$ cat config.mk
export PLATFORM = sky130hd
export DESIGN_NAME = gior_top
export DESIGN_NICKNAME = d
export VERILOG_FILES = /design/src/rtl/gior_pkg.sv /design/src/rtl/gior_serdes.sv /design/src/rtl/gior_sync.sv /design/src/rtl/gior_top.sv
export VERILOG_INCLUDE_DIRS = /design/src /design/src/rtl
export SDC_FILE = /design/constraint.sdc
export NUM_CORES = 1
export LEC_CHECK = 0
export ABC_AREA = 0
export BUFFER_PORTS_ARGS = -buffer_cell sky130_fd_sc_hd__buf_2
export CORE_MARGIN = 4
export CORE_UTILIZATION = 35
export CTS_CLUSTER_SIZE = 24
export DETAILED_ROUTE_END_ITERATION = 7
export SYNTH_ARGS = -nofsm -noshare
export SYNTH_HDL_FRONTEND = slang
export SYNTH_SLANG_ARGS = --single-unit
$ cat constraint.sdc
create_clock -name aclk -period 5.9 [get_ports aclk]
set_clock_uncertainty 0.2 [all_clocks]
set_input_delay 0 -clock aclk [delete_from_list [all_inputs] [get_ports aclk]]
set_output_delay 0 -clock aclk [all_outputs]
set_load 0.02 [all_outputs]
$ cat src/rtl/gior_cfg.svh
`ifndef GIOR_CFG_SVH
`define GIOR_CFG_SVH
// Register byte offsets
`define GIOR_ADDR_CTRL     8'h00
`define GIOR_ADDR_STATUS   8'h04
// Control field positions
`define GIOR_F_MODE_LSB    0
`define GIOR_F_MODE_MSB    1
`define GIOR_F_ALT         2
`define GIOR_F_IN_REG      3
`define GIOR_F_IN_FALL     4
`define GIOR_F_OUT_REG     5
`define GIOR_F_OUT_FALL    6
`define GIOR_F_OE_FALL     7
`define GIOR_F_INV         8
`define GIOR_F_DDR_EN      9
`define GIOR_F_DDR_LSB     10
`define GIOR_F_DDR_MSB     11
`define GIOR_F_SERDES      12
`define GIOR_F_PULL_DN     13
`define GIOR_F_DONE        14
`define GIOR_F_USED        15
// Reset values and bus answers
`define GIOR_CTRL_RST      16'h0000
`define GIOR_RESP_OKAY     2'h0
`define GIOR_RESP_SLVERR   2'h2
`endif

$ cat src/rtl/gior_pkg.sv
package gior_pkg;
  typedef enum logic [1:0] {
    GIOR_MODE_INPUT,
    GIOR_MODE_OUTPUT,
    GIOR_MODE_BIDIR,
    GIOR_MODE_CLKOUT
  } gior_mode_t;
  typedef enum logic [1:0] {
    GIOR_DDR_NORMAL,
    GIOR_DDR_RESYNC,
    GIOR_DDR_PIPE,
    GIOR_DDR_SPARE
  } gior_ddr_t;
  typedef struct packed {
    logic [15:0] ctrl;
    logic        aw_got;
    logic        w_got;
    logic [7:0]  awaddr;
    logic [31:0] wdata;
    logic [3:0]  wstrb;
    logic        awready;
    logic        wready;
    logic        bvalid;
    logic [1:0]  bresp;
    logic        arready;
    logic        rvalid;
    logic [31:0] rdata;
    logic [1:0]  rresp;
    logic [3:0]  core_in;
    logic        fall_cap;
    logic [1:0]  pipe_in;
    logic [1:0]  out_word;
    logic [1:0]  pipe_out;
    logic        pad_out;
    logic        pad_oe;
    logic        pull_up;
    logic        pull_dn;
    logic        alt;
  } gior_top_state_t;
endpackage

$ cat src/rtl/gior_serdes.sv
`timescale 1ns/1ps
module gior_serdes #(
  parameter int N = 4
) (
  input  wire logic         aclk,
  input  wire logic         aresetn,
  input  wire logic         ce,
  input  wire logic         in_step,
  input  wire logic         in_bit,
  input  wire logic         out_step,
  input  wire logic [N-1:0] word_in,
  output logic      [N-1:0] word_out,
  output logic              word_ready,
  output logic              ser_bit
);
  localparam int CW = $clog2(N);
  typedef struct packed {
    logic [N-1:0]  dsh;
    logic [CW-1:0] dcnt;
    logic [N-1:0]  dword;
    logic          dready;
    logic [N-1:0]  ssh;
    logic [CW-1:0] scnt;
    logic          sbit;
  } gior_serdes_state_t;

  gior_serdes_state_t st_reg;
  gior_serdes_state_t st_next;
  logic [N-1:0]       shifted;

  // Earliest bit drifts to bit 0 as later bits enter at the top
  always_comb begin
    st_next = st_reg;
    shifted = {in_bit, st_reg.dsh[N-1:1]};
    if (ce) begin
      st_next.dready = 1'b0;
      if (in_step) begin
        st_next.dsh  = shifted;
        st_next.dcnt = st_reg.dcnt + 1'b1;
        if (st_reg.dcnt == CW'(N-1)) begin
          st_next.dword  = shifted;
          st_next.dready = 1'b1;
          st_next.dcnt   = '0;
        end
      end
      if (out_step) begin
        st_next.scnt = st_reg.scnt + 1'b1;
        if (st_reg.scnt == '0) begin
          st_next.sbit = word_in[0];
          st_next.ssh  = word_in >> 1;
        end else begin
          st_next.sbit = st_reg.ssh[0];
          st_next.ssh  = st_reg.ssh >> 1;
        end
        if (st_reg.scnt == CW'(N-1)) begin
          st_next.scnt = '0;
        end
      end
    end
  end

  // Synchronous reset
  always_ff @(posedge aclk) begin
    if (!aresetn) begin
      st_reg <= '0;
    end else begin
      st_reg <= st_next;
    end
  end

  assign word_out   = st_reg.dword;
  assign word_ready = st_reg.dready;
  assign ser_bit    = st_reg.sbit;
endmodule

$ cat src/rtl/gior_sync.sv
`timescale 1ns/1ps
module gior_sync #(
  parameter int W = 3
) (
  input  wire logic         aclk,
  input  wire logic         aresetn,
  input  wire logic         ce,
  input  wire logic [W-1:0] async_in,
  output logic      [W-1:0] lvl,
  output logic      [W-1:0] rise,
  output logic      [W-1:0] fall
);
  typedef struct packed {
    logic [W-1:0] s1;
    logic [W-1:0] s2;
    logic [W-1:0] s3;
    logic [W-1:0] rise;
    logic [W-1:0] fall;
  } gior_sync_state_t;

  gior_sync_state_t st_reg;
  gior_sync_state_t st_next;

  // Edges come from s2 against s3 so that s1 feeds only s2
  always_comb begin
    st_next = st_reg;
    if (ce) begin
      st_next.s1   = async_in;
      st_next.s2   = st_reg.s1;
      st_next.s3   = st_reg.s2;
      st_next.rise = st_reg.s2 & ~st_reg.s3;
      st_next.fall = ~st_reg.s2 & st_reg.s3;
    end
  end

  // Synchronous reset clears all stages
  always_ff @(posedge aclk) begin
    if (!aresetn) begin
      st_reg <= '0;
    end else begin
      st_reg <= st_next;
    end
  end

  assign lvl  = st_reg.s3;
  assign rise = st_reg.rise;
  assign fall = st_reg.fall;
endmodule

$ cat src/rtl/gior_top.sv
// The implementer's own choices: the AXI4-Lite interface to the registers and the register addresses.
`timescale 1ns/1ps
`include "gior_cfg.svh"
module gior_top
  import gior_pkg::*;
#(
  parameter int SER_W = 4
) (
  input  wire logic             aclk,
  input  wire logic             aresetn,
  input  wire logic             ce,
  input  wire logic [7:0]       s_axi_awaddr,
  input  wire logic             s_axi_awvalid,
  output logic                  s_axi_awready,
  input  wire logic [31:0]      s_axi_wdata,
  input  wire logic [3:0]       s_axi_wstrb,
  input  wire logic             s_axi_wvalid,
  output logic                  s_axi_wready,
  output logic [1:0]            s_axi_bresp,
  output logic                  s_axi_bvalid,
  input  wire logic             s_axi_bready,
  input  wire logic [7:0]       s_axi_araddr,
  input  wire logic             s_axi_arvalid,
  output logic                  s_axi_arready,
  output logic [31:0]           s_axi_rdata,
  output logic [1:0]            s_axi_rresp,
  output logic                  s_axi_rvalid,
  input  wire logic             s_axi_rready,
  input  wire logic             pad_in,
  output logic                  pad_out,
  output logic                  pad_oe,
  output logic                  pull_up_en,
  output logic                  pull_down_en,
  input  wire logic             in_clk_pin,
  input  wire logic             out_clk_pin,
  input  wire logic             clk_tree,
  input  wire logic [SER_W-1:0] core_out_word,
  input  wire logic             core_oe,
  output logic      [SER_W-1:0] core_in_word,
  output logic                  pll_ref_out
);
  import gior_pkg::*;

  gior_top_state_t  st_reg;
  gior_top_state_t  st_next;
  logic [2:0]       sy_lvl;
  logic [2:0]       sy_rise;
  logic [2:0]       sy_fall;
  logic [SER_W-1:0] deser_word;
  logic             deser_ready;
  logic             ser_bit;
  logic             pad_lvl;
  logic             in_rise;
  logic             in_fall;
  logic             out_rise;
  logic             out_fall;
  gior_mode_t       mode;
  gior_ddr_t        ddr;
  logic             cfg_done;
  logic             used;
  logic             en_user;
  logic             in_path;
  logic             out_path;
  logic             alt_path;
  logic             ddr_on;
  logic             serdes_on;
  logic             inv;
  logic             in_ev;
  logic             out_ev;
  logic             oe_ev;
  logic             rise_output_bit;
  logic             fall_output_bit;

  // Pad and both pin clocks are foreign to aclk, so all pass three flops
  gior_sync #(
    .W (3)
  ) u_sync (
    .aclk     (aclk),
    .aresetn  (aresetn),
    .ce       (ce),
    .async_in ({out_clk_pin, in_clk_pin, pad_in}),
    .lvl      (sy_lvl),
    .rise     (sy_rise),
    .fall     (sy_fall)
  );

  // Serial lanes step on rising pin clock edges only
  gior_serdes #(
    .N (SER_W)
  ) u_serdes (
    .aclk       (aclk),
    .aresetn    (aresetn),
    .ce         (ce),
    .in_step    (serdes_on && in_path && in_rise),
    .in_bit     (pad_lvl),
    .out_step   (serdes_on && out_path && out_rise),
    .word_in    (core_out_word),
    .word_out   (deser_word),
    .word_ready (deser_ready),
    .ser_bit    (ser_bit)
  );

  // Decoded configuration fields
  assign pad_lvl   = sy_lvl[0];
  assign in_rise   = sy_rise[1];
  assign in_fall   = sy_fall[1];
  assign out_rise  = sy_rise[2];
  assign out_fall  = sy_fall[2];
  assign mode      = gior_mode_t'(st_reg.ctrl[`GIOR_F_MODE_MSB:
                                              `GIOR_F_MODE_LSB]);
  assign ddr       = gior_ddr_t'(st_reg.ctrl[`GIOR_F_DDR_MSB:
                                             `GIOR_F_DDR_LSB]);
  assign cfg_done  = st_reg.ctrl[`GIOR_F_DONE];
  assign used      = st_reg.ctrl[`GIOR_F_USED];
  assign en_user   = cfg_done && used;
  assign alt_path  = en_user && mode == GIOR_MODE_INPUT
                     && st_reg.ctrl[`GIOR_F_ALT];
  assign in_path   = en_user && !alt_path
                     && (mode == GIOR_MODE_INPUT || mode == GIOR_MODE_BIDIR);
  assign out_path  = en_user
                     && (mode == GIOR_MODE_OUTPUT || mode == GIOR_MODE_BIDIR);
  assign ddr_on    = st_reg.ctrl[`GIOR_F_DDR_EN];
  // Serdes is full rate only, so double rate takes precedence
  assign serdes_on = st_reg.ctrl[`GIOR_F_SERDES] && !ddr_on;
  assign inv       = st_reg.ctrl[`GIOR_F_INV];
  assign in_ev     = st_reg.ctrl[`GIOR_F_IN_FALL] ? in_fall : in_rise;
  assign out_ev    = st_reg.ctrl[`GIOR_F_OUT_FALL] ? out_fall : out_rise;
  assign oe_ev     = st_reg.ctrl[`GIOR_F_OE_FALL] ? out_fall : out_rise;
  assign rise_output_bit = core_out_word[0];
  assign fall_output_bit = core_out_word[1];

  // Register bus, receive path and transmit path in one next-state process
  always_comb begin
    st_next = st_reg;
    if (ce) begin
      // Write address and data are taken in either order
      if (s_axi_awvalid && st_reg.awready) begin
        st_next.aw_got = 1'b1;
        st_next.awaddr = s_axi_awaddr;
      end
      if (s_axi_wvalid && st_reg.wready) begin
        st_next.w_got = 1'b1;
        st_next.wdata = s_axi_wdata;
        st_next.wstrb = s_axi_wstrb;
      end
      if (st_reg.bvalid && s_axi_bready) begin
        st_next.bvalid = 1'b0;
      end
      if (st_reg.aw_got && st_reg.w_got && !st_reg.bvalid) begin
        st_next.aw_got = 1'b0;
        st_next.w_got  = 1'b0;
        st_next.bvalid = 1'b1;
        st_next.bresp  = `GIOR_RESP_OKAY;
        if (st_reg.awaddr == `GIOR_ADDR_CTRL) begin
          if (st_reg.wstrb[0]) begin
            st_next.ctrl[7:0] = st_reg.wdata[7:0];
          end
          if (st_reg.wstrb[1]) begin
            st_next.ctrl[15:8] = st_reg.wdata[15:8];
          end
        end else if (st_reg.awaddr != `GIOR_ADDR_STATUS) begin
          st_next.bresp = `GIOR_RESP_SLVERR;
        end
      end
      st_next.awready = !st_next.aw_got;
      st_next.wready  = !st_next.w_got;

      // Read answers one cycle after the address is taken
      if (s_axi_arvalid && st_reg.arready) begin
        st_next.arready = 1'b0;
        st_next.rvalid  = 1'b1;
        st_next.rresp   = `GIOR_RESP_OKAY;
        if (s_axi_araddr == `GIOR_ADDR_CTRL) begin
          st_next.rdata = {16'h0000, st_reg.ctrl};
        end else if (s_axi_araddr == `GIOR_ADDR_STATUS) begin
          st_next.rdata = {26'h0000000, st_reg.alt, pad_lvl,
                           st_reg.core_in[3:0]};
        end else begin
          st_next.rdata = 32'h00000000;
          st_next.rresp = `GIOR_RESP_SLVERR;
        end
      end else if (st_reg.rvalid && s_axi_rready) begin
        st_next.rvalid  = 1'b0;
        st_next.arready = 1'b1;
      end

      // Alternate route skips the core word entirely
      st_next.alt = alt_path ? pad_lvl : 1'b0;

      // Receive path
      if (!in_path) begin
        st_next.core_in  = '0;
        st_next.fall_cap = 1'b0;
        st_next.pipe_in  = '0;
      end else if (serdes_on) begin
        if (deser_ready) begin
          st_next.core_in = deser_word;
        end
      end else if (ddr_on) begin
        st_next.core_in[3:2] = 2'h0;
        case (ddr)
          GIOR_DDR_NORMAL: begin
            if (in_rise) begin
              st_next.core_in[0] = pad_lvl;
            end
            if (in_fall) begin
              st_next.core_in[1] = pad_lvl;
            end
          end
          GIOR_DDR_RESYNC: begin
            if (in_fall) begin
              st_next.fall_cap = pad_lvl;
            end
            if (in_rise) begin
              st_next.core_in[1:0] = {st_reg.fall_cap, pad_lvl};
            end
          end
          default: begin
            if (in_fall) begin
              st_next.fall_cap = pad_lvl;
            end
            if (in_rise) begin
              st_next.pipe_in      = {st_reg.fall_cap, pad_lvl};
              st_next.core_in[1:0] = st_reg.pipe_in;
            end
          end
        endcase
      end else if (st_reg.ctrl[`GIOR_F_IN_REG]) begin
        st_next.core_in[3:1] = 3'h0;
        if (in_ev) begin
          st_next.core_in[0] = pad_lvl;
        end
      end else begin
        st_next.core_in = {3'h0, pad_lvl};
      end

      // Transmit path
      if (en_user && mode == GIOR_MODE_CLKOUT) begin
        st_next.pad_out = clk_tree;
        st_next.pad_oe  = 1'b1;
      end else if (!out_path) begin
        st_next.pad_out  = 1'b0;
        st_next.pad_oe   = 1'b0;
        st_next.out_word = '0;
        st_next.pipe_out = '0;
      end else begin
        if (serdes_on) begin
          st_next.pad_out = ser_bit ^ inv;
        end else if (ddr_on) begin
          case (ddr)
            GIOR_DDR_NORMAL: begin
              if (out_rise) begin
                st_next.pad_out = rise_output_bit ^ inv;
              end
              if (out_fall) begin
                st_next.pad_out = fall_output_bit ^ inv;
              end
            end
            GIOR_DDR_RESYNC: begin
              if (out_rise) begin
                st_next.out_word = core_out_word[1:0];
                st_next.pad_out  = rise_output_bit ^ inv;
              end
              if (out_fall) begin
                st_next.pad_out = st_reg.out_word[1] ^ inv;
              end
            end
            default: begin
              if (out_rise) begin
                st_next.pipe_out = core_out_word[1:0];
                st_next.out_word = st_reg.pipe_out;
                st_next.pad_out  = st_reg.pipe_out[0] ^ inv;
              end
              if (out_fall) begin
                st_next.pad_out = st_reg.out_word[1] ^ inv;
              end
            end
          endcase
        end else if (st_reg.ctrl[`GIOR_F_OUT_REG]) begin
          if (out_ev) begin
            st_next.pad_out = rise_output_bit ^ inv;
          end
        end else begin
          st_next.pad_out = rise_output_bit ^ inv;
        end
        // Enable register shares the output clock but has its own edge
        if (mode == GIOR_MODE_OUTPUT) begin
          st_next.pad_oe = 1'b1;
        end else if (st_reg.ctrl[`GIOR_F_OUT_REG]) begin
          if (oe_ev) begin
            st_next.pad_oe = core_oe;
          end
        end else begin
          st_next.pad_oe = core_oe;
        end
      end

      // Pulls override everything until the pin is in use
      st_next.pull_up = 1'b0;
      st_next.pull_dn = 1'b0;
      if (!cfg_done) begin
        st_next.pull_up = 1'b1;
        st_next.pad_oe  = 1'b0;
      end else if (!used) begin
        st_next.pull_up = !st_reg.ctrl[`GIOR_F_PULL_DN];
        st_next.pull_dn = st_reg.ctrl[`GIOR_F_PULL_DN];
        st_next.pad_oe  = 1'b0;
      end
    end
  end

  // Synchronous reset puts the pin in its configuration state
  always_ff @(posedge aclk) begin
    if (!aresetn) begin
      st_reg         <= '0;
      st_reg.ctrl    <= `GIOR_CTRL_RST;
      st_reg.awready <= 1'b1;
      st_reg.wready  <= 1'b1;
      st_reg.arready <= 1'b1;
      st_reg.pull_up <= 1'b1;
    end else begin
      st_reg <= st_next;
    end
  end

  // Every output straight from the state register
  assign s_axi_awready = st_reg.awready;
  assign s_axi_wready  = st_reg.wready;
  assign s_axi_bvalid  = st_reg.bvalid;
  assign s_axi_bresp   = st_reg.bresp;
  assign s_axi_arready = st_reg.arready;
  assign s_axi_rvalid  = st_reg.rvalid;
  assign s_axi_rdata   = st_reg.rdata;
  assign s_axi_rresp   = st_reg.rresp;
  assign pad_out       = st_reg.pad_out;
  assign pad_oe        = st_reg.pad_oe;
  assign pull_up_en    = st_reg.pull_up;
  assign pull_down_en  = st_reg.pull_dn;
  assign core_in_word  = st_reg.core_in;
  assign pll_ref_out   = st_reg.alt;
endmodule
==> metrics.md, run 1 <==
| Metric | Value |
|---|---|
| Simple-Gate Fraction of Synth Area | `23.43%` |
| Synth warn | `0` |
| Post-CTS Resized | `0` |
| Ports | `119` |
| # clock sinks | `111` |
| Global-route wire length before repair | `19.88 mm` |
| Post-Synth Adder-Cell Area | `1.667%` |
| Largest area contributor in the netlist | `dfxtp_1` |
| Seq. cell area | `2222 um^2` |
| Final hold vios | `0` |
| Die width | `130.5 um` |
| CP Max Fanout | `7` |
| WP data arrival | `2.62 ns` |
| # fillers | `1,452` |
| Vias per inst | `4.870` |
| #FFs+latches synth | `111` |
| Maximum Capacitance Violations | `0` |
| Clock-pin slew on the worst setup and hold paths | `0.07 ns` |
| Largest register FFs | `43` |
| Final setup viols | `0` |
| Relative slew slack | `37.36%` |
| Core area | `14,640 um^2` |
| CTS tree | `built` |
| Worst Tran Pin Value | `0.9396 ns` |
| Crit. End Element | `flop` |
| Final critical-path share of the clock period | `43.58%` |
| Async SR Flop Fraction | `0%` |
| Routed WL | `11.65 mm` |
| Synth cell count leaders | `dfxtp_1 (111), nand2_1 (97), buf_4 (42), nor2b_1 (42), a21boi_0 (38)` |
| IO Port Bufs | `82` |
| Pwr per Cell Area | `246.4 nW/um^2` |
| H-tree levels | `3` |
| Die ar. | `17,040 um^2` |
| Via count | `4,242` |
| Kind of critical path | `in2reg` |
| Drc violations | `0` |
| Total negative setup slack | `0 ns` |
| Initial Util | `35.88%` |
| Register area share after synthesis | `42.30%` |
| CTS buffer count | `9` |
| Final nets | `758` |
| Largest family of logic cells by synthesized area | `simple AND/OR/NAND/NOR gates` |
| Largest cells by area after synthesis | `dfxtp_1 (42%), nand2_1 (6.9%), buf_4 (6.0%)` |
| TritonRoute pass-1 iters | `5` |
| Gr ovfl total | `0` |
| Mean Syn Cell Area | `8.800 um^2` |
| Antenna viol nets, final | `0` |
| Total track usage | `14.35%` |
| Initial antenna violation count | `0` |
| Ant. Diodes | `0` |
| Fmax | `0.3889 GHz` |
| Minimum clock period | `2.571 ns` |
| VDD IR max | `0.1428 mV` |
| Wirelength per Cell | `13.37 um` |
| GPL Wtd Cong | `0.8361` |
| Leakage power | `2.458 nW` |
| Worst Hold Class | `in2reg` |
| Die Ht | `130.5 um` |
| Number of global-route vias before repair | `4,158` |
| Synth-to-Final Area Change | `20.58%` |
| Number of placement rows | `44` |
| Root buf cell | `clkbuf_16` |
| Worst Path Required | `5.95 ns` |
| CP startpoint kind | `primary input` |
| Clock Path Buffers | `2` |
| Most common cell in the netlist | `dfxtp_1` |
| Largest net degree at the start of global routing | `116` |
| Multiplexer area fraction after synthesis | `5.859%` |
| Yosys top cell area share | `42.30%` |
| Mapped Cells | `597` |
| Status | `finished clean` |
| Post-synth EDFFs | `0` |
| Multi-input gate area | `2626 um^2` |
| Compound-gate portion of the synthesized area | `17.24%` |
| Detailed Route Iter0 Violations | `204` |
| Clock latency on the worst-skew pair | `0.35 ns` |
| Mapped Area | `5254 um^2` |
| Primary FF master, synth | `dfxtp_1` |
| Pwr Total | `1.561 mW` |
| Final HPWL DP | `8.073 mm` |
| Share of post-route cells with drive strength above 1 | `16.59%` |
| RSZ-0062 raised after global routing | `no` |
| Synth unique cells | `51` |
| Slew Limit Fails | `0` |
| Post-synthesis xor/xnor area fraction | `0.5001%` |
report_power, final:
group          switching [mW]  internal, mW
clock                   0.276         0.386
sequential             0.0102         0.763
combinational          0.0647        0.0608
routing by layer:
| metal | vias to the layer above | track usage [%] | wire length (um) |
|---|---|---|---|
| met5 | - | 0 | 0 |
| met3 | 13 | 4.106 | 752 |
| met2 | 113 | 23.57 | 5416 |
| li1 | 2175 | - | - |
| met4 | 0 | 3.872 | 150 |
| met1 | 1941 | 18.56 | 5328 |
area by class of cell:
type | instances | share of cell area [%]
multi-input combinational | 421 | 41.46
sequential | 111 | 35.08
timing repair buffer | 131 | 14.14
clock buffer | 10 | 3.772
tap | 184 | 3.634
clock inverter | 6 | 1.442
inverter | 8 | 0.4740
critical path, stage by stage:
cell and delay (ns):
dlygate4sd3_1 0.53, buf_2 0.11, or3_1 0.35, dlygate4sd3_1 0.57, nor3_2 0.37, dlygate4sd3_1 0.63, nor2_1 0.04
cells by family (layout without fill, tap and decap cells):
kind of cell               after synthesis  count (layout)
adders and majority gates                7               7
muxes                                   30              30
DFF                                    111             111
and+or+nand+nor                        234             234
other                                    1              18
AOI/OAI and AO/OA                      129             129
buffers and inverters                   82             155
xor gates and xnor gates                 3               3
layout by cell type, fill, tap and decap left out, types with 7 or more instances in the layout:
cell type	Yosys	layout
nand3_1	30	30
conb_1	1	18
clkbuf_16	0	9
mux2i_1	24	24
a21oi_1	8	8
inv_1	8	8
a22oi_1	21	21
buf_2	3	82
nand2b_1	12	12
o21ai_0	24	24
ha_1	7	7
a21boi_1	16	16
nor2b_1	42	42
nand2_1	97	97
nor2_1	9	9
dlygate4sd3_1	0	47
dfxtp_1	111	111
a21boi_0	38	38
metrics by stage:
| stage | instance area (um^2) | std cells | setup WS [ns] | utilization, % | hold WS [ns] |
|---|---|---|---|---|---|
| final | 6335 | 871 | 3.329 | 43.26 | 0.04585 |
| after global routing | 6335 | 871 | 3.121 | 43.26 | 0.05884 |
| after CTS | 6335 | 871 | 3.330 | 43.26 | 0.03700 |
| after detailed placement | 5534 | 808 | 3.247 | 37.79 | 0.06370 |
| after global placement | 5534 | 808 | 3.379 | 37.79 | 0.05699 |
| after floorplan | 5318 | 614 | 4.006 | - | -0.05508 |
path summary, 6_finish.rpt:
check,start,end,slack [ns],depth (start not counted)
hold / removal,s_axi_araddr[5],s_axi_rdata[15],0.05,5
hold reg to reg,st_reg[93],st_reg[93],0.27,2
setup reg to reg,s_axi_arready,s_axi_rresp[1],3.36,4
setup / recovery,s_axi_araddr[7],s_axi_rresp[1],3.33,7
what timing repair did:
item	in CTS	in global routing
hold endpoints to repair	46	0
buffers inserted	0	0
setup endpoints to repair	0	0
hold buffers	47	0
Power figures use the tool's default switching activity.
==> run 2: changes to the inputs <==
==> constraint.sdc (replaced) <==
create_clock -name aclk -period 2.65 [get_ports aclk]
set_clock_uncertainty 0.2 [all_clocks]
set_input_delay 0 -clock aclk [delete_from_list [all_inputs] [get_ports aclk]]
set_output_delay 0 -clock aclk [all_outputs]
set_load 0.02 [all_outputs]
==> metrics.md, run 2 (synthesized netlist as in run 1, its figures left out) <==
| Metric | Value |
|---|---|
| CP max stage cell | `dlygate4sd3_1` |
| Wirelength per Cell | `13.87 um` |
| Initial antenna violation count | `0` |
| Routed WL | `12.23 mm` |
| Cell count of the worst reg-to-reg path | `8` |
| Leakage power | `2.519 nW` |
| Clock Path Buffers | `2` |
| Relative slew slack | `46.64%` |
| Ports | `119` |
| Global-route wire length before repair | `19.68 mm` |
| Crit path max-delay family | `buffers and inverters` |
| Final nets | `768` |
| Worst Tran Pin Value | `0.8004 ns` |
| Minimum clock period | `2.486 ns` |
| Worst Hold Class | `in2reg` |
| Detailed Route Iter0 Violations | `185` |
| Vias per inst | `5.003` |
| GPL Wtd Cong | `0.8533` |
| WHS | `0.01481 ns` |
| TritonRoute pass-1 iters | `5` |
| Total negative setup slack | `0 ns` |
| Slew Limit Fails | `0` |
| Die ar. | `17,040 um^2` |
| Fmax | `0.4022 GHz` |
| CP Max Fanout | `7` |
| Most frequent cells in the layout | `dfxtp_1 (111), nand2_1 (97), buf_2 (82)` |
| VDD IR max | `0.3741 mV` |
| Clock-pin slew on the worst setup and hold paths | `0.07 ns` |
| Crit. End Element | `flop` |
| Commonest non-fill, non-tap cell in the layout | `dfxtp_1` |
| WP data arrival | `2.53 ns` |
| Final setup viols | `0` |
| CP bufs+invs | `4` |
| Root buf cell | `clkbuf_16` |
| Pwr per Cell Area | `541.8 nW/um^2` |
| Core area | `14,640 um^2` |
| Initial Util | `35.88%` |
| Die width | `130.5 um` |
| Total track usage | `14.29%` |
| Gr ovfl total | `0` |
| Clock latency on the worst-skew pair | `0.34 ns` |
| Largest register FFs | `43` |
| Critical Path Most Common Cell | `dlygate4sd3_1` |
| Final hold vios | `0` |
| CTS buffer count | `9` |
| Maximum Capacitance Violations | `0` |
| Largest net degree at the start of global routing | `54` |
| Synth-to-Final Area Change | `22.53%` |
| CTS tree | `built` |
| CP Depth | `7` |
| Number of placement rows | `44` |
| Share of post-route cells with drive strength above 1 | `17.50%` |
| Via count | `4,413` |
| RSZ-0062 raised after global routing | `no` |
| H-tree levels | `3` |
| Status | `finished clean` |
| Final HPWL DP | `8.612 mm` |
| Number of global-route vias before repair | `4,114` |
| Kind of critical path | `in2reg` |
| Critical Path, Cell by Cell | `dlygate4sd3_1 > buf_2 > or3_1 > dlygate4sd3_1 > nor3_4 > dlygate4sd3_1 > nor2_1` |
| Drc violations | `0` |
| # clock sinks | `111` |
| IO Port Bufs | `82` |
| Antenna viol nets, final | `0` |
| CP startpoint kind | `primary input` |
| Final critical-path share of the clock period | `93.83%` |
| Worst hold stages | `5` |
| CP max stage delay | `0.62 ns` |
| Worst Path Required | `2.69 ns` |
| Die Ht | `130.5 um` |
run 2: routing by layer:
metal | global-route usage [%] | wire length [um] | vias up | part of all wire [%]
li1 | - | - | 2197 | -
met1 | 18.03 | 5555 | 2068 | 45
met2 | 23.81 | 5816 | 131 | 48
met3 | 3.740 | 678 | 17 | 5.5
met4 | 4.719 | 184 | 0 | 1.5
met5 | 0 | 0 | - | 0
run 2: path summary, 6_finish.rpt:
| path | start | end | slack, ns |
|---|---|---|---|
| worst max-delay path | s_axi_araddr[6] | s_axi_rresp[1] | 0.16 |
| worst min-delay path | s_axi_araddr[4] | s_axi_rdata[9] | 0.01 |
| worst max register to register | mode[0] | core_in_word[0] | 0.49 |
| worst min register to register | st_reg[100] | st_reg[100] | 0.26 |
run 2: stage by stage:
| step | setup slack [ns] | cell area [um^2] | utilization, % | std cells | power, mW |
|---|---|---|---|---|---|
| 5_1_grt | 0.08873 | 6435 | 43.94 | 881 | 3.627 |
| 2_1_floorplan | 0.7558 | 5318 | - | 614 | 1.937 |
| 4_1_cts | 0.07485 | 6429 | 43.90 | 881 | 3.529 |
| 6_report | 0.1636 | 6437 | 43.96 | 882 | 3.488 |
| 3_3_place_gp | 0.5564 | 5607 | 38.29 | 816 | 1.991 |
| 3_5_place_dp | 0.5116 | 5607 | 38.29 | 816 | 1.997 |
run 2: cell type report:
type                    instances  area, um^2
inverters                       8       30.03
diodes                          1       2.502
fillers                      1415        8207
flip-flops and latches        111        2222
multi-input cells             421        2633
repair buffers                141       988.4
clock buffers                  10       239.0
well taps                     184       230.2
clock inverters                 6       92.59
run 2: timing repair:
item,CTS,global route
hold endpoints to repair,52,0
setup endpoints to repair,0,1
hold buffers,49,0
buffers inserted,0,0
gates resized for setup,0,1
run 2: worst reg2reg max path: cells and delay by family, from the launching register on:
kind                       cells  cell delay [ns]
adders and majority gates      1             0.23
DFF                            1             0.40
AOI/OAI and AO/OA              4             0.83
and+or+nand+nor                1             0.14
buffers and inverters          2             0.29
run 2: power by group:
| part | total [mW] | leakage, nW | switching [mW] | internal (mW) |
|---|---|---|---|---|
| Clock | 1.47 | 0.155 | 0.614 | 0.860 |
| Sequential | 1.72 | 0.899 | 0.0233 | 1.70 |
| Combinational | 0.291 | 1.46 | 0.149 | 0.142 |
==> run 3: changes to the inputs <==
--- a/config.mk
+++ b/config.mk
@@ -14,4 +14,5 @@
 export DETAILED_ROUTE_END_ITERATION = 7
 export SYNTH_ARGS = -nofsm -noshare
 export SYNTH_HDL_FRONTEND = slang
+export SYNTH_HIERARCHICAL = 1
 export SYNTH_SLANG_ARGS = --single-unit
==> metrics.md, run 3 <==
| Metric | Value |
|---|---|
| Status | `finished clean` |
| Post-CTS Resized | `0` |
| Largest net degree at the start of global routing | `111` |
| IO Port Bufs | `82` |
| Reg2reg setup slack | `0.30 ns` |
| # clock sinks | `111` |
| Commonest non-fill, non-tap cell in the layout | `dfxtp_1` |
| Initial Util | `36.04%` |
| Drc violations | `0` |
| Worst setup path end | `s_axi_rdata[0]` |
| Total negative setup slack | `0 ns` |
| # Post-CTS Setup Buffers | `0` |
| Clock Path Buffers | `2` |
| CTS buffer count | `9` |
| Root buf cell | `clkbuf_16` |
| Die width | `130.8 um` |
| Total track usage | `14.99%` |
| Final critical-path share of the clock period | `89.11%` |
| Worst Hold Class | `in2reg` |
| Synth warn | `6` |
| Pwr Total | `3.412 mW` |
| # fillers | `1,471` |
| CP startpoint kind | `primary input` |
| H-tree levels | `3` |
| Final HPWL DP | `8.663 mm` |
| Critical Path Most Common Cell | `dlygate4sd3_1` |
| Fmax | `0.4235 GHz` |
| Kind of critical path | `in2reg` |
| CTS tree | `built` |
| CP Max Fanout | `2` |
| Number of global-route vias before repair | `4,150` |
| CP max stage delay | `0.61 ns` |
| Largest register FFs | `43` |
| Final setup viols | `0` |
| Leakage power | `2.635 nW` |
| TritonRoute pass-1 iters | `4` |
| Mapped Cells | `589` |
| CP max stage cell | `dlygate4sd3_1` |
| Clock latency on the worst-skew pair | `0.35 ns` |
| Setup crit start | `s_axi_araddr[5]` |
| Reg-to-Reg End | `u_serdes/word_out[2]` |
| RR Startpoint | `mode[0]` |
| Relative slew slack | `55.27%` |
| Antenna viol nets, final | `0` |
| Minimum clock period | `2.361 ns` |
| Mapped Area | `5278 um^2` |
| Mean Syn Cell Area | `8.960 um^2` |
| Maximum Capacitance Violations | `0` |
| Cells after DPL | `803` |
| Vias per inst | `4.992` |
| Ports | `119` |
| Pwr per Cell Area | `532.6 nW/um^2` |
| Clock-pin slew on the worst setup and hold paths | `0.07 ns` |
| Ant. Diodes | `0` |
| Final nets | `758` |
| Worst Path Required | `2.75 ns` |
| Die ar. | `17,110 um^2` |
| VDD IR max | `0.2790 mV` |
| Share of post-route cells with drive strength above 1 | `18.05%` |
| Most frequent cells in the layout | `dfxtp_1 (111), nand2_1 (93), buf_2 (82)` |
| Initial antenna violation count | `0` |
| Crit. End Element | `flop` |
| Die Ht | `130.8 um` |
| Finished Layout Cells | `871` |
| Via count | `4,348` |
| Cell count of the worst reg-to-reg path | `8` |
| Slew Limit Fails | `0` |
| GPL Wtd Cong | `0.8393` |
| WP data arrival | `2.46 ns` |
| Synth-to-Final Area Change | `21.38%` |
| Core area | `14,640 um^2` |
| Global-route wire length before repair | `20.32 mm` |
| Worst Tran Pin Value | `0.6691 ns` |
| Critical Path, Cell by Cell | `dlygate4sd3_1 > buf_2 > nor4_1 > dlygate4sd3_1 > nand3_1 > o21ai_0 > dlygate4sd3_1 > and2_1` |
| Routed WL | `12.63 mm` |
| Number of placement rows | `44` |
| RSZ-0062 raised after global routing | `no` |
| Wirelength per Cell | `14.50 um` |
| Final hold vios | `0` |
| Detailed Route Iter0 Violations | `317` |
| Gr ovfl total | `0` |
[run 3: metrics by stage]
step                instance area (um^2)  util, %  hold slack [ns]  setup slack (ns)
CTS                                 6406    43.75          0.07504            0.2942
global placement                    5577    38.08          0.05735            0.3730
detailed placement                  5577    38.08          0.05864            0.3295
floorplan                           5341        -         -0.07183            0.6424
global route                        6406    43.75           0.1532           0.09153
finish                              6406    43.75          0.09561            0.2885
[run 3: area by class of cell]
| class | instances | area [um^2] | area share, % |
|---|---|---|---|
| clock inverter | 5 | 56.30 | 0.8789 |
| sequential | 111 | 2222 | 34.69 |
| inverter | 12 | 45.04 | 0.7031 |
| timing repair buffer | 147 | 1041 | 16.25 |
| tap | 184 | 230.2 | 3.594 |
| clock buffer | 11 | 252.7 | 3.945 |
| multi-input combinational | 401 | 2559 | 39.94 |
[run 3: power by group]
| group | leakage [nW] | switching (mW) | internal [mW] |
|---|---|---|---|
| combinational | 1.58 | 0.154 | 0.144 |
| sequential | 0.899 | 0.0225 | 1.70 |
| clock | 0.152 | 0.607 | 0.783 |
| total | 2.64 | 0.784 | 2.63 |
[run 3: how the worst min path moves through the flow]
stage	startpoint	to	slack [ns]	depth (start not counted)
2_1_floorplan	aresetn	u_sync/lvl[2]	-0.07	1
3_3_place_gp	s_axi_wdata[9]	st_reg[70]	0.06	3
3_5_place_dp	s_axi_wdata[10]	st_reg[71]	0.06	3
4_1_cts	s_axi_araddr[3]	s_axi_rdata[3]	0.08	7
5_1_grt	s_axi_araddr[3]	s_axi_rdata[1]	0.15	7
6_report	s_axi_araddr[3]	s_axi_rdata[3]	0.1	7
[run 3: timing repair]
item	in CTS	in global routing
hold buffers	52	0
hold endpoints to repair	54	0
setup endpoints to repair	0	0
[run 3: worst max-delay path: cells and delay by family]
kind                   cells  cell delay [ns]
buffers and inverters      4             1.82
AOI/OAI and AO/OA          1             0.18
and+or+nand+nor            3             0.46
[run 3: metal layers]
layer	vias up	global-route usage, %	part of all wire [%]
met5	-	0	0
met4	0	4.295	1.2
met3	14	3.496	6.6
met2	121	25.52	47
met1	2048	18.99	45
li1	2165	-	-
